--- src/core/tcd_pkg.sv ---
// Purpose: constants and types shared by the two-channel dma controller
// Assumes: 32-bit register port, word-aligned offsets
// Notes:   values below are widths, register layout, source codes, reset values and sequencer states
package tcd_pkg;

    //----------------------------------------
    // widths
    //----------------------------------------
    localparam int  DW         = 32;
    localparam int  RAW        = 8;
    localparam int  MAW        = 20;
    localparam int  CW         = 16;
    localparam int  SELW       = 5;
    localparam int  NUM_PERIPH = 19;

    //----------------------------------------
    // register map
    //----------------------------------------
    localparam logic [RAW-1:0] CH_STRIDE = 8'h20;
    localparam logic [4:0]     OFF_CTRL  = 5'h00;
    localparam logic [4:0]     OFF_SRC   = 5'h04;
    localparam logic [4:0]     OFF_DST   = 5'h08;
    localparam logic [4:0]     OFF_CNT   = 5'h0c;
    localparam logic [4:0]     OFF_RLD   = 5'h10;
    localparam logic [4:0]     OFF_SEL   = 5'h14;

    //----------------------------------------
    // control register fields
    //----------------------------------------
    localparam int  B_BYTE  = 0;
    localparam int  B_RPT   = 1;
    localparam int  B_REQ   = 2;
    localparam int  B_EN    = 3;
    localparam int  B_SFWD  = 4;
    localparam int  B_DFWD  = 5;
    localparam int  B_SWREQ = 6;

    //----------------------------------------
    // request source codes
    //----------------------------------------
    localparam logic [SELW-1:0] SRC_SW        = 5'h00;
    localparam logic [SELW-1:0] SRC_EXT0_FALL = 5'h01;
    localparam logic [SELW-1:0] SRC_EXT0_BOTH = 5'h02;
    localparam logic [SELW-1:0] SRC_EXT1_FALL = 5'h03;
    localparam logic [SELW-1:0] SRC_PERIPH    = 5'h04;

    //----------------------------------------
    // reset values
    //----------------------------------------
    localparam logic [MAW-1:0]  RST_PTR = 20'h00000;
    localparam logic [CW-1:0]   RST_CNT = 16'h0000;
    localparam logic [SELW-1:0] RST_SEL = 5'h00;
    localparam logic            RST_PIN = 1'b1;

    //----------------------------------------
    // transfer sequencer
    //----------------------------------------
    typedef enum logic [2:0] {
        ST_IDLE   = 3'b000,
        ST_READ   = 3'b001,
        ST_LATCH  = 3'b011,
        ST_WRITE  = 3'b010,
        ST_UPDATE = 3'b110
    } tcd_state_t;

    // step a forward pointer by one or two bytes, wrapping in 1M bytes
    function automatic logic [MAW-1:0] tcd_step(input logic [MAW-1:0] p, input logic is_byte);
        tcd_step = p + (is_byte ? 20'h00001 : 20'h00002);
    endfunction

endpackage

--- src/core/tcd_req_sel.sv ---
// Purpose: per-channel request source selection and pin edge detection
// Assumes: pins and peripheral requests synchronous to the clock
// Notes:   peripheral requests are one-cycle pulses
`timescale 1ns/1ps
module tcd_req_sel #(
    parameter int NP = tcd_pkg::NUM_PERIPH
) (
    // clock and reset
    input  wire logic                      i_clk,
    input  wire logic                      i_rst,
    // selection and sources
    input  wire logic [tcd_pkg::SELW-1:0]  i_sel,
    input  wire logic                      i_sw,
    input  wire logic                      i_pin0,
    input  wire logic                      i_pin1,
    input  wire logic [NP-1:0]             i_periph,
    // selected request pulse
    output logic                           o_req
);
    import tcd_pkg::*;

    logic pin0_q;
    logic pin1_q;
    logic pin0_d;
    logic pin1_d;

    // previous pin levels for edge detection
    always_comb begin
        pin0_d = i_pin0;
        pin1_d = i_pin1;
    end

    always_ff @(posedge i_clk) begin
        if (i_rst) begin
            pin0_q <= RST_PIN;
            pin1_q <= RST_PIN;
        end else begin
            pin0_q <= pin0_d;
            pin1_q <= pin1_d;
        end
    end

    always_comb begin
        o_req = 1'b0;
        if (i_sel == SRC_SW) begin
            o_req = i_sw;
        end else if (i_sel == SRC_EXT0_FALL) begin
            o_req = pin0_q & ~i_pin0;
        end else if (i_sel == SRC_EXT0_BOTH) begin
            o_req = pin0_q ^ i_pin0;
        end else if (i_sel == SRC_EXT1_FALL) begin
            o_req = pin1_q & ~i_pin1;
        end else if (i_sel < SELW'(SRC_PERIPH + NP)) begin
            o_req = i_periph[i_sel - SRC_PERIPH];
        end
    end

endmodule

--- src/core/tcd_arb.sv ---
// Purpose: fixed priority pick between the two channels
// Assumes: pending vectors are levels
// Notes:   pure combinational
`timescale 1ns/1ps
module tcd_arb (
    // pending channels
    input  wire logic [1:0] i_pend,
    // winner
    output logic            o_any,
    output logic            o_ch
);
    always_comb begin
        o_any = |i_pend;
        o_ch  = ~i_pend[0];
    end

endmodule

--- src/core/tcd_dma.sv ---
// Purpose: two-channel cycle-stealing dma controller with register port
// Assumes: memory answers a read with data in the next cycle, never stalls
// Notes:   one unit takes five clocks; bus held from read to update
//
// Design decisions made here: the register addresses and strobed register access.
`timescale 1ns/1ps
module tcd_dma #(
    parameter int NP = tcd_pkg::NUM_PERIPH
) (
    // clock and reset
    input  wire logic                      I_CORE_CLK,
    input  wire logic                      I_RST,
    // register port
    input  wire logic [tcd_pkg::RAW-1:0]   I_ADDR,
    input  wire logic [tcd_pkg::DW-1:0]    I_WDATA,
    input  wire logic                      I_WR,
    input  wire logic                      I_RD,
    output logic      [tcd_pkg::DW-1:0]    O_RDATA,
    // request sources
    input  wire logic                      I_EXT_IRQ_PIN_ZERO,
    input  wire logic                      I_EXT_IRQ_PIN_ONE,
    input  wire logic [NP-1:0]             I_PERIPH_IRQ,
    // shared data bus
    output logic                           O_CPU_HOLD,
    output logic      [tcd_pkg::MAW-1:0]   O_MEM_ADDR,
    output logic                           O_MEM_RD,
    output logic                           O_MEM_WR,
    output logic                           O_MEM_WORD,
    output logic      [15:0]               O_MEM_WDATA,
    input  wire logic [15:0]               I_MEM_RDATA,
    // end-of-run pulses
    output logic      [1:0]                O_CH_IRQ
);
    import tcd_pkg::*;

    //----------------------------------------
    // state
    //----------------------------------------
    logic [MAW-1:0]  src_q    [2];
    logic [MAW-1:0]  src_d    [2];
    logic [MAW-1:0]  dst_q    [2];
    logic [MAW-1:0]  dst_d    [2];
    logic [MAW-1:0]  fwd_q    [2];
    logic [MAW-1:0]  fwd_d    [2];
    logic [CW-1:0]   cnt_q    [2];
    logic [CW-1:0]   cnt_d    [2];
    logic [CW-1:0]   rld_q    [2];
    logic [CW-1:0]   rld_d    [2];
    logic [SELW-1:0] sel_q    [2];
    logic [SELW-1:0] sel_d    [2];
    logic [1:0]      byte_q;
    logic [1:0]      byte_d;
    logic [1:0]      rpt_q;
    logic [1:0]      rpt_d;
    logic [1:0]      req_q;
    logic [1:0]      req_d;
    logic [1:0]      en_q;
    logic [1:0]      en_d;
    logic [1:0]      sfwd_q;
    logic [1:0]      sfwd_d;
    logic [1:0]      dfwd_q;
    logic [1:0]      dfwd_d;
    logic [1:0]      first_q;
    logic [1:0]      first_d;
    tcd_state_t      st_q;
    tcd_state_t      st_d;
    logic            ch_q;
    logic            ch_d;
    logic [MAW-1:0]  csrc_q;
    logic [MAW-1:0]  csrc_d;
    logic [MAW-1:0]  cdst_q;
    logic [MAW-1:0]  cdst_d;
    logic [15:0]     data_q;
    logic [15:0]     data_d;
    logic [DW-1:0]   rdata_d;
    logic            hold_d;
    logic [MAW-1:0]  maddr_d;
    logic            mrd_d;
    logic            mwr_d;
    logic            mword_d;
    logic [1:0]      irq_d;

    //----------------------------------------
    // request selection and arbitration
    //----------------------------------------
    logic [1:0] sw_hit;
    logic [1:0] ev;
    logic [1:0] pend;
    logic       any_pend;
    logic       win_ch;
    logic       hit;
    logic       rch;
    logic [4:0] roff;

    // register decode: bit 5 picks the channel, upper bits must be zero
    assign hit  = (I_ADDR[RAW-1:6] == 2'h0);
    assign rch  = I_ADDR[5];
    assign roff = I_ADDR[4:0];

    assign sw_hit[0] = I_WR & hit & ~rch & (roff == OFF_CTRL) & I_WDATA[B_SWREQ];
    assign sw_hit[1] = I_WR & hit & rch & (roff == OFF_CTRL) & I_WDATA[B_SWREQ];

    assign pend = req_q & en_q;

    genvar g;
    generate
        for (g = 0; g < 2; g++) begin : g_sel
            tcd_req_sel #(
                .NP (NP)
            ) u_sel (
                .i_clk    (I_CORE_CLK),
                .i_rst    (I_RST),
                .i_sel    (sel_q[g]),
                .i_sw     (sw_hit[g]),
                .i_pin0   (I_EXT_IRQ_PIN_ZERO),
                .i_pin1   (I_EXT_IRQ_PIN_ONE),
                .i_periph (I_PERIPH_IRQ),
                .o_req    (ev[g])
            );
        end
    endgenerate

    tcd_arb u_arb (
        .i_pend (pend),
        .o_any  (any_pend),
        .o_ch   (win_ch)
    );

    //----------------------------------------
    // next-state logic
    //----------------------------------------
    always_comb begin
        logic [MAW-1:0] f;
        f       = RST_PTR;
        src_d   = src_q;
        dst_d   = dst_q;
        fwd_d   = fwd_q;
        cnt_d   = cnt_q;
        rld_d   = rld_q;
        sel_d   = sel_q;
        byte_d  = byte_q;
        rpt_d   = rpt_q;
        req_d   = req_q;
        en_d    = en_q;
        sfwd_d  = sfwd_q;
        dfwd_d  = dfwd_q;
        first_d = first_q;
        st_d    = st_q;
        ch_d    = ch_q;
        csrc_d  = csrc_q;
        cdst_d  = cdst_q;
        data_d  = data_q;
        rdata_d = '0;
        maddr_d = O_MEM_ADDR;
        mrd_d   = 1'b0;
        mwr_d   = 1'b0;
        mword_d = O_MEM_WORD;
        irq_d   = 2'b00;

        // one unit per grant, bus returned between units
        // no interrupt enable or level takes part here
        unique case (st_q)
            ST_IDLE: begin
                if (any_pend) begin
                    ch_d = win_ch;
                    req_d[win_ch] = 1'b0;
                    f = fwd_q[win_ch];
                    if (first_q[win_ch]) begin
                        f = sfwd_q[win_ch] ? src_q[win_ch] : dst_q[win_ch];
                        cnt_d[win_ch] = rld_q[win_ch];
                        first_d[win_ch] = 1'b0;
                    end
                    fwd_d[win_ch] = f;
                    csrc_d  = sfwd_q[win_ch] ? f : src_q[win_ch];
                    cdst_d  = dfwd_q[win_ch] ? f : dst_q[win_ch];
                    maddr_d = csrc_d;
                    mword_d = ~byte_q[win_ch];
                    mrd_d   = 1'b1;
                    st_d    = ST_READ;
                end
            end
            ST_READ: begin
                st_d = ST_LATCH;
            end
            ST_LATCH: begin
                data_d  = byte_q[ch_q] ? {8'h00, I_MEM_RDATA[7:0]} : I_MEM_RDATA;
                maddr_d = cdst_q;
                mwr_d   = 1'b1;
                st_d    = ST_WRITE;
            end
            ST_WRITE: begin
                st_d = ST_UPDATE;
            end
            ST_UPDATE: begin
                fwd_d[ch_q] = tcd_step(fwd_q[ch_q], byte_q[ch_q]);
                if (cnt_q[ch_q] == RST_CNT) begin
                    irq_d[ch_q] = 1'b1;
                    if (rpt_q[ch_q]) begin
                        cnt_d[ch_q] = rld_q[ch_q];
                    end else begin
                        en_d[ch_q] = 1'b0;
                        cnt_d[ch_q] = cnt_q[ch_q] - 16'h0001;
                    end
                end else begin
                    cnt_d[ch_q] = cnt_q[ch_q] - 16'h0001;
                end
                st_d = ST_IDLE;
            end
            default: begin
                st_d = ST_IDLE;
            end
        endcase

        // processor held off while a unit is in flight
        hold_d = (st_d != ST_IDLE);

        // register writes
        if (I_WR && hit) begin
            unique case (roff)
                OFF_CTRL: begin
                    byte_d[rch] = I_WDATA[B_BYTE];
                    rpt_d[rch]  = I_WDATA[B_RPT];
                    sfwd_d[rch] = I_WDATA[B_SFWD];
                    dfwd_d[rch] = I_WDATA[B_DFWD];
                    en_d[rch]   = I_WDATA[B_EN];
                    // enable write restarts from initial state
                    if (I_WDATA[B_EN]) begin
                        first_d[rch] = 1'b1;
                    end
                    // clear only, a one is ignored
                    if (!I_WDATA[B_REQ]) begin
                        req_d[rch] = 1'b0;
                    end
                end
                OFF_SRC: begin
                    if (sfwd_q[rch] || !en_q[rch]) begin
                        src_d[rch] = I_WDATA[MAW-1:0];
                    end
                end
                OFF_DST: begin
                    if (dfwd_q[rch] || !en_q[rch]) begin
                        dst_d[rch] = I_WDATA[MAW-1:0];
                    end
                end
                OFF_CNT: begin
                    rld_d[rch] = I_WDATA[CW-1:0];
                end
                OFF_SEL: begin
                    sel_d[rch] = I_WDATA[SELW-1:0];
                end
                default: begin
                end
            endcase
        end

        // sticky flag, new request beats any clear
        req_d = req_d | ev;

        // every register readable, working pointer shown when active
        if (I_RD && hit) begin
            unique case (roff)
                OFF_CTRL: begin
                    rdata_d[B_BYTE] = byte_q[rch];
                    rdata_d[B_RPT]  = rpt_q[rch];
                    rdata_d[B_REQ]  = req_q[rch];
                    rdata_d[B_EN]   = en_q[rch];
                    rdata_d[B_SFWD] = sfwd_q[rch];
                    rdata_d[B_DFWD] = dfwd_q[rch];
                end
                OFF_SRC: begin
                    rdata_d[MAW-1:0] = (en_q[rch] && sfwd_q[rch]) ? fwd_q[rch] : src_q[rch];
                end
                OFF_DST: begin
                    rdata_d[MAW-1:0] = (en_q[rch] && dfwd_q[rch]) ? fwd_q[rch] : dst_q[rch];
                end
                OFF_CNT: begin
                    rdata_d[CW-1:0] = cnt_q[rch];
                end
                OFF_RLD: begin
                    rdata_d[CW-1:0] = rld_q[rch];
                end
                OFF_SEL: begin
                    rdata_d[SELW-1:0] = sel_q[rch];
                end
                default: begin
                end
            endcase
        end
    end

    //----------------------------------------
    // registers
    //----------------------------------------
    always_ff @(posedge I_CORE_CLK) begin
        if (I_RST) begin
            for (int i = 0; i < 2; i++) begin
                src_q[i] <= RST_PTR;
                dst_q[i] <= RST_PTR;
                fwd_q[i] <= RST_PTR;
                cnt_q[i] <= RST_CNT;
                rld_q[i] <= RST_CNT;
                sel_q[i] <= RST_SEL;
            end
            byte_q      <= 2'b00;
            rpt_q       <= 2'b00;
            req_q       <= 2'b00;
            en_q        <= 2'b00;
            sfwd_q      <= 2'b00;
            dfwd_q      <= 2'b00;
            first_q     <= 2'b00;
            st_q        <= ST_IDLE;
            ch_q        <= 1'b0;
            csrc_q      <= RST_PTR;
            cdst_q      <= RST_PTR;
            data_q      <= 16'h0000;
            O_RDATA     <= '0;
            O_CPU_HOLD  <= 1'b0;
            O_MEM_ADDR  <= RST_PTR;
            O_MEM_RD    <= 1'b0;
            O_MEM_WR    <= 1'b0;
            O_MEM_WORD  <= 1'b0;
            O_MEM_WDATA <= 16'h0000;
            O_CH_IRQ    <= 2'b00;
        end else begin
            src_q       <= src_d;
            dst_q       <= dst_d;
            fwd_q       <= fwd_d;
            cnt_q       <= cnt_d;
            rld_q       <= rld_d;
            sel_q       <= sel_d;
            byte_q      <= byte_d;
            rpt_q       <= rpt_d;
            req_q       <= req_d;
            en_q        <= en_d;
            sfwd_q      <= sfwd_d;
            dfwd_q      <= dfwd_d;
            first_q     <= first_d;
            st_q        <= st_d;
            ch_q        <= ch_d;
            csrc_q      <= csrc_d;
            cdst_q      <= cdst_d;
            data_q      <= data_d;
            O_RDATA     <= rdata_d;
            O_CPU_HOLD  <= hold_d;
            O_MEM_ADDR  <= maddr_d;
            O_MEM_RD    <= mrd_d;
            O_MEM_WR    <= mwr_d;
            O_MEM_WORD  <= mword_d;
            O_MEM_WDATA <= data_d;
            O_CH_IRQ    <= irq_d;
        end
    end

endmodule

--- config.mk ---
export PLATFORM = sky130hd
export DESIGN_NAME = tcd_dma
export DESIGN_NICKNAME = d
export VERILOG_FILES = /design/src/core/tcd_pkg.sv /design/src/core/tcd_req_sel.sv /design/src/core/tcd_arb.sv /design/src/core/tcd_dma.sv
export SDC_FILE = /design/constraint.sdc
export NUM_CORES = 1
export LEC_CHECK = 0
export BUFFER_PORTS_ARGS = -buffer_cell sky130_fd_sc_hd__buf_2
export CORE_MARGIN = 1.5
export CORE_UTILIZATION = 56
export CTS_BUF_LIST = sky130_fd_sc_hd__clkbuf_16
export CTS_CLUSTER_SIZE = 24
export DETAILED_ROUTE_END_ITERATION = 10
export HOLD_SLACK_MARGIN = 0.12
export MAX_ROUTING_LAYER = met4
export PLACE_DENSITY = 0.76
export SLEW_MARGIN = 20
export SYNTH_ARGS = -nofsm -noshare
export SYNTH_HDL_FRONTEND = slang
export SYNTH_SLANG_ARGS = --single-unit
--- constraint.sdc ---
create_clock -name I_CORE_CLK -period 10.35 [get_ports I_CORE_CLK]
set_input_delay 1.035 -clock I_CORE_CLK [delete_from_list [all_inputs] [get_ports I_CORE_CLK]]
set_output_delay 1.035 -clock I_CORE_CLK [all_outputs]
set_load 0.01 [all_outputs]
==> results.md <==
- Top cells by count, synth: nand2_1 (451), dfxtp_1 (296), a21oi_1 (287), clkbuf_1 (128), nor2_1 (122)
- Final Hold Fails: 0
- Synthesized instance count: 2070
- Final Max Slew Viols: 0
- Final ANT Viol Nets: 0
- Clk Latency, worst-skew pair: between 500 and 600 ps
- Inserted Diodes: 0
- Cts bufs inserted: 34
- Vias post-DR: ~18000
- Port bufs: 130
- Post-CTS Hold Fix Bufs: 0
- Placed cell count: between 2000 and 2500
- Initial antenna violation count: 0
- Hold Crit Class: flip-flop to flip-flop
- Routed wire per std cell: roughly 25 um
- VDD IR max: roughly 0.17 mV
- Uppermost routed layer: met4
- Clock sink total: approximately 300
- Nets: roughly 2200
- EDFF count, synth: 0
- TritonCTS clock tree: yes
- Power per cell area: roughly 130 mW/mm^2
- Fin crit period: 4020 ps
- CP Cell Sequence: and2_2 > buf_4 > nand2_1 > nand2_1 > o21ai_0 > a221oi_1 > nor2_1
- # DRC: 0
- Lkg Pwr: roughly 0.0063 uW
- Row cnt: 62
- Sequential element share of the synthesized area: 35.7%
- Number of DRC markers in iteration 0: 2759
- Synth Warn #: 0
- Setup Fix Bufs, Post-CTS: 0
- Vias in the first global route: about 17000
- Non-Filler Instances: about 2500
- Max Cap Viol: 0
- Max Fanout on Critical Path: 42
- Outcome: finished clean
- Die Ht: between 150 and 200 um
- Unrepaired setup endpoints after global routing: false
- Layout cells sized above 1: between 10% and 20%
- Skew final: between 15 and 20 ps
- Synthesized area: 0.0166 sq mm
- Asr flop ratio synth: 0%
- Die Wd: about 180 um
- Hold_ws: approximately 450 ps
- I/O Pins: about 160
- Setup_tns: 0 ps
- Bufs on Longest Clock Path: 3
- DIE AREA: ~0.031 sq mm
- GPL Wtd Cong: approximately 0.94
- Synth top area cells: dfxtp_1 (36%), nand2_1 (10%), a21oi_1 (8.7%), mux4_2 (7.5%), mux2i_1 (3.1%)
- GRT Total Usage: approximately two fifths
- First-pass GRT wire length: between 90000 and 100000 um
- CP max stage delay: ~900 ps
- WP data required: between 10000 and 15000 ps
- Htree depth: 2
- Clk slew on worst S/H paths: ~60 ps
- Setup crit start kind: flip-flop
- Starting density of the core: between 50% and 60%
- CTS root buffer: clkbuf_16
- Via density per instance: between 7 and 8
- Critical path type: flip-flop to flip-flop
- Most frequent cell after synthesis: nand2_1
- Dpl hpwl: between 30000 and 40000 um
- M1 wire length: approximately 23000 um
- Final core occ: between 60% and 70%
- Slowest cell on the critical path: dfxtp_1
- CTS resizes: 0
- Pin count of the biggest net entering global routing: between 100 and 150
- Dominant cell type by area after synthesis: dfxtp_1
- Met2 WL: 26400 um
- Worst rel slew slack: between 20 and 30%
- CP Capture Type: flip-flop
- CP dominant cell by count: nand2_1
- Distinct cell type count after synthesis: 84
- Syn Area/Cell: between 8 and 9 sq um
- Fmax: 249 MHz
- Arrival time at the worst endpoint: about 4400 ps
- Most used DFF post-synth: dfxtp_1
- Core Area: 0.0289 sq mm
- DRT Pass-1 Iters: 7
- Crit share post-route: 38.8%
- Register bit total from synthesis: roughly 300
- Top-area cell type share of the netlist area: between 30% and 40%
- WL final: 61500 um
- Fill cells: between 2000 and 2500
- Setup violators final: 0
- Layout area overhead: 10.9%
- WL met3: around 8300 um
- GRT overflow: 0
- Worst Tran Pin Value: around 1100 ps
## placed cells by master (no fill, tap or decap), drive strengths merged, types with 9 or more instances in the layout
cell type | Yosys | routed
a22oi | 34 | 34
mux4 | 55 | 55
a221oi | 58 | 58
clkinv | 0 | 12
and3 | 21 | 21
dfxtp | 296 | 296
a211oi | 13 | 13
buf | 55 | 165
nand3b | 12 | 12
nor4 | 18 | 18
o32ai | 23 | 23
mux2i | 52 | 52
ha | 9 | 9
a21oi | 287 | 287
clkbuf | 129 | 38
o21ai | 56 | 56
mux2 | 33 | 33
inv | 38 | 44
conb | 1 | 12
nand2b | 14 | 14
a32oi | 20 | 20
or3 | 9 | 9
nand3 | 61 | 61
nor3 | 37 | 37
and2 | 16 | 16
o211ai | 19 | 19
nand2 | 451 | 451
nor2 | 124 | 124
a31oi | 18 | 18
## cell families after synthesis
logic type	synth area share, %
DFF	35.7
other	0.0226
adders and majority gates	0.799
buffers and inverters	5.71
and+or+nand+nor	21.6
xor gates and xnor gates	0.580
muxes	12.8
AOI/OAI and AO/OA	22.8
## routing by layer
layer	up-vias	track usage, %
met5	-	-
met4	0	24.4
met3	293	8.20
met2	1429	60.3
met1	8257	52.5
li1	7564	-
## through the flow
stage          setup WS, ps  instance area [sq um]  power (uW)
6_report               6330                  18400        2450
5_1_grt                6230                  18400        2500
4_1_cts                6540                  18400        2450
3_3_place_gp           6690                  17300        1250
3_5_place_dp           6560                  17300        1250
2_1_floorplan          7100                  16600        1220
## path summary, 6_finish.rpt
check,from,end,slack (ps),cells after the start
setup / recovery,en_q[0],fwd_q[23],6330,7
setup reg to reg,en_q[0],fwd_q[23],6330,7
hold reg to reg,O_MEM_WDATA[5],O_MEM_WDATA[5],450,2
hold / removal,O_MEM_WDATA[5],O_MEM_WDATA[5],450,2
## registers in the layout (all words and copies together) (netlist names), 3 cells and up
| name | count |
|---|---|
| cdst_q | 20 |
| sel_q | 10 |
| st_q | 3 |
| O_MEM_WDATA | 16 |
| fwd_q | 40 |
| O_MEM_ADDR | 20 |
| rld_q | 32 |
| src_q | 40 |
| cnt_q | 32 |
| dst_q | 40 |
| O_RDATA | 20 |
## power by group
group | internal [uW] | total [uW] | leakage, uW | switching, uW
logic | 25.7 | 91.3 | 0.00333 | 65.6
clock network | 718 | 1220 | 0.000568 | 502
registers | 1140 | 1140 | 0.00238 | 1.23
## layout make-up
class                   instances  area, sq um  share of cell area (%)
clock buffers                  37          926                    5.03
repair buffers                166          930                    5.05
inverters                      38          143                   0.775
multi-input cells            1563         9820                    53.4
flip-flops and latches        296         5930                    32.2
clock inverters                22          183                   0.992
well taps                     384          480                    2.61
## critical path, delay by kind of cell (launching register included)
family | cells | cell delay [ps]
and+or+nand+nor | 4 | 1830
DFF | 1 | 910
buffers and inverters | 1 | 610
AOI/OAI and AO/OA | 2 | 520
(Power assumes the default switching activity.)
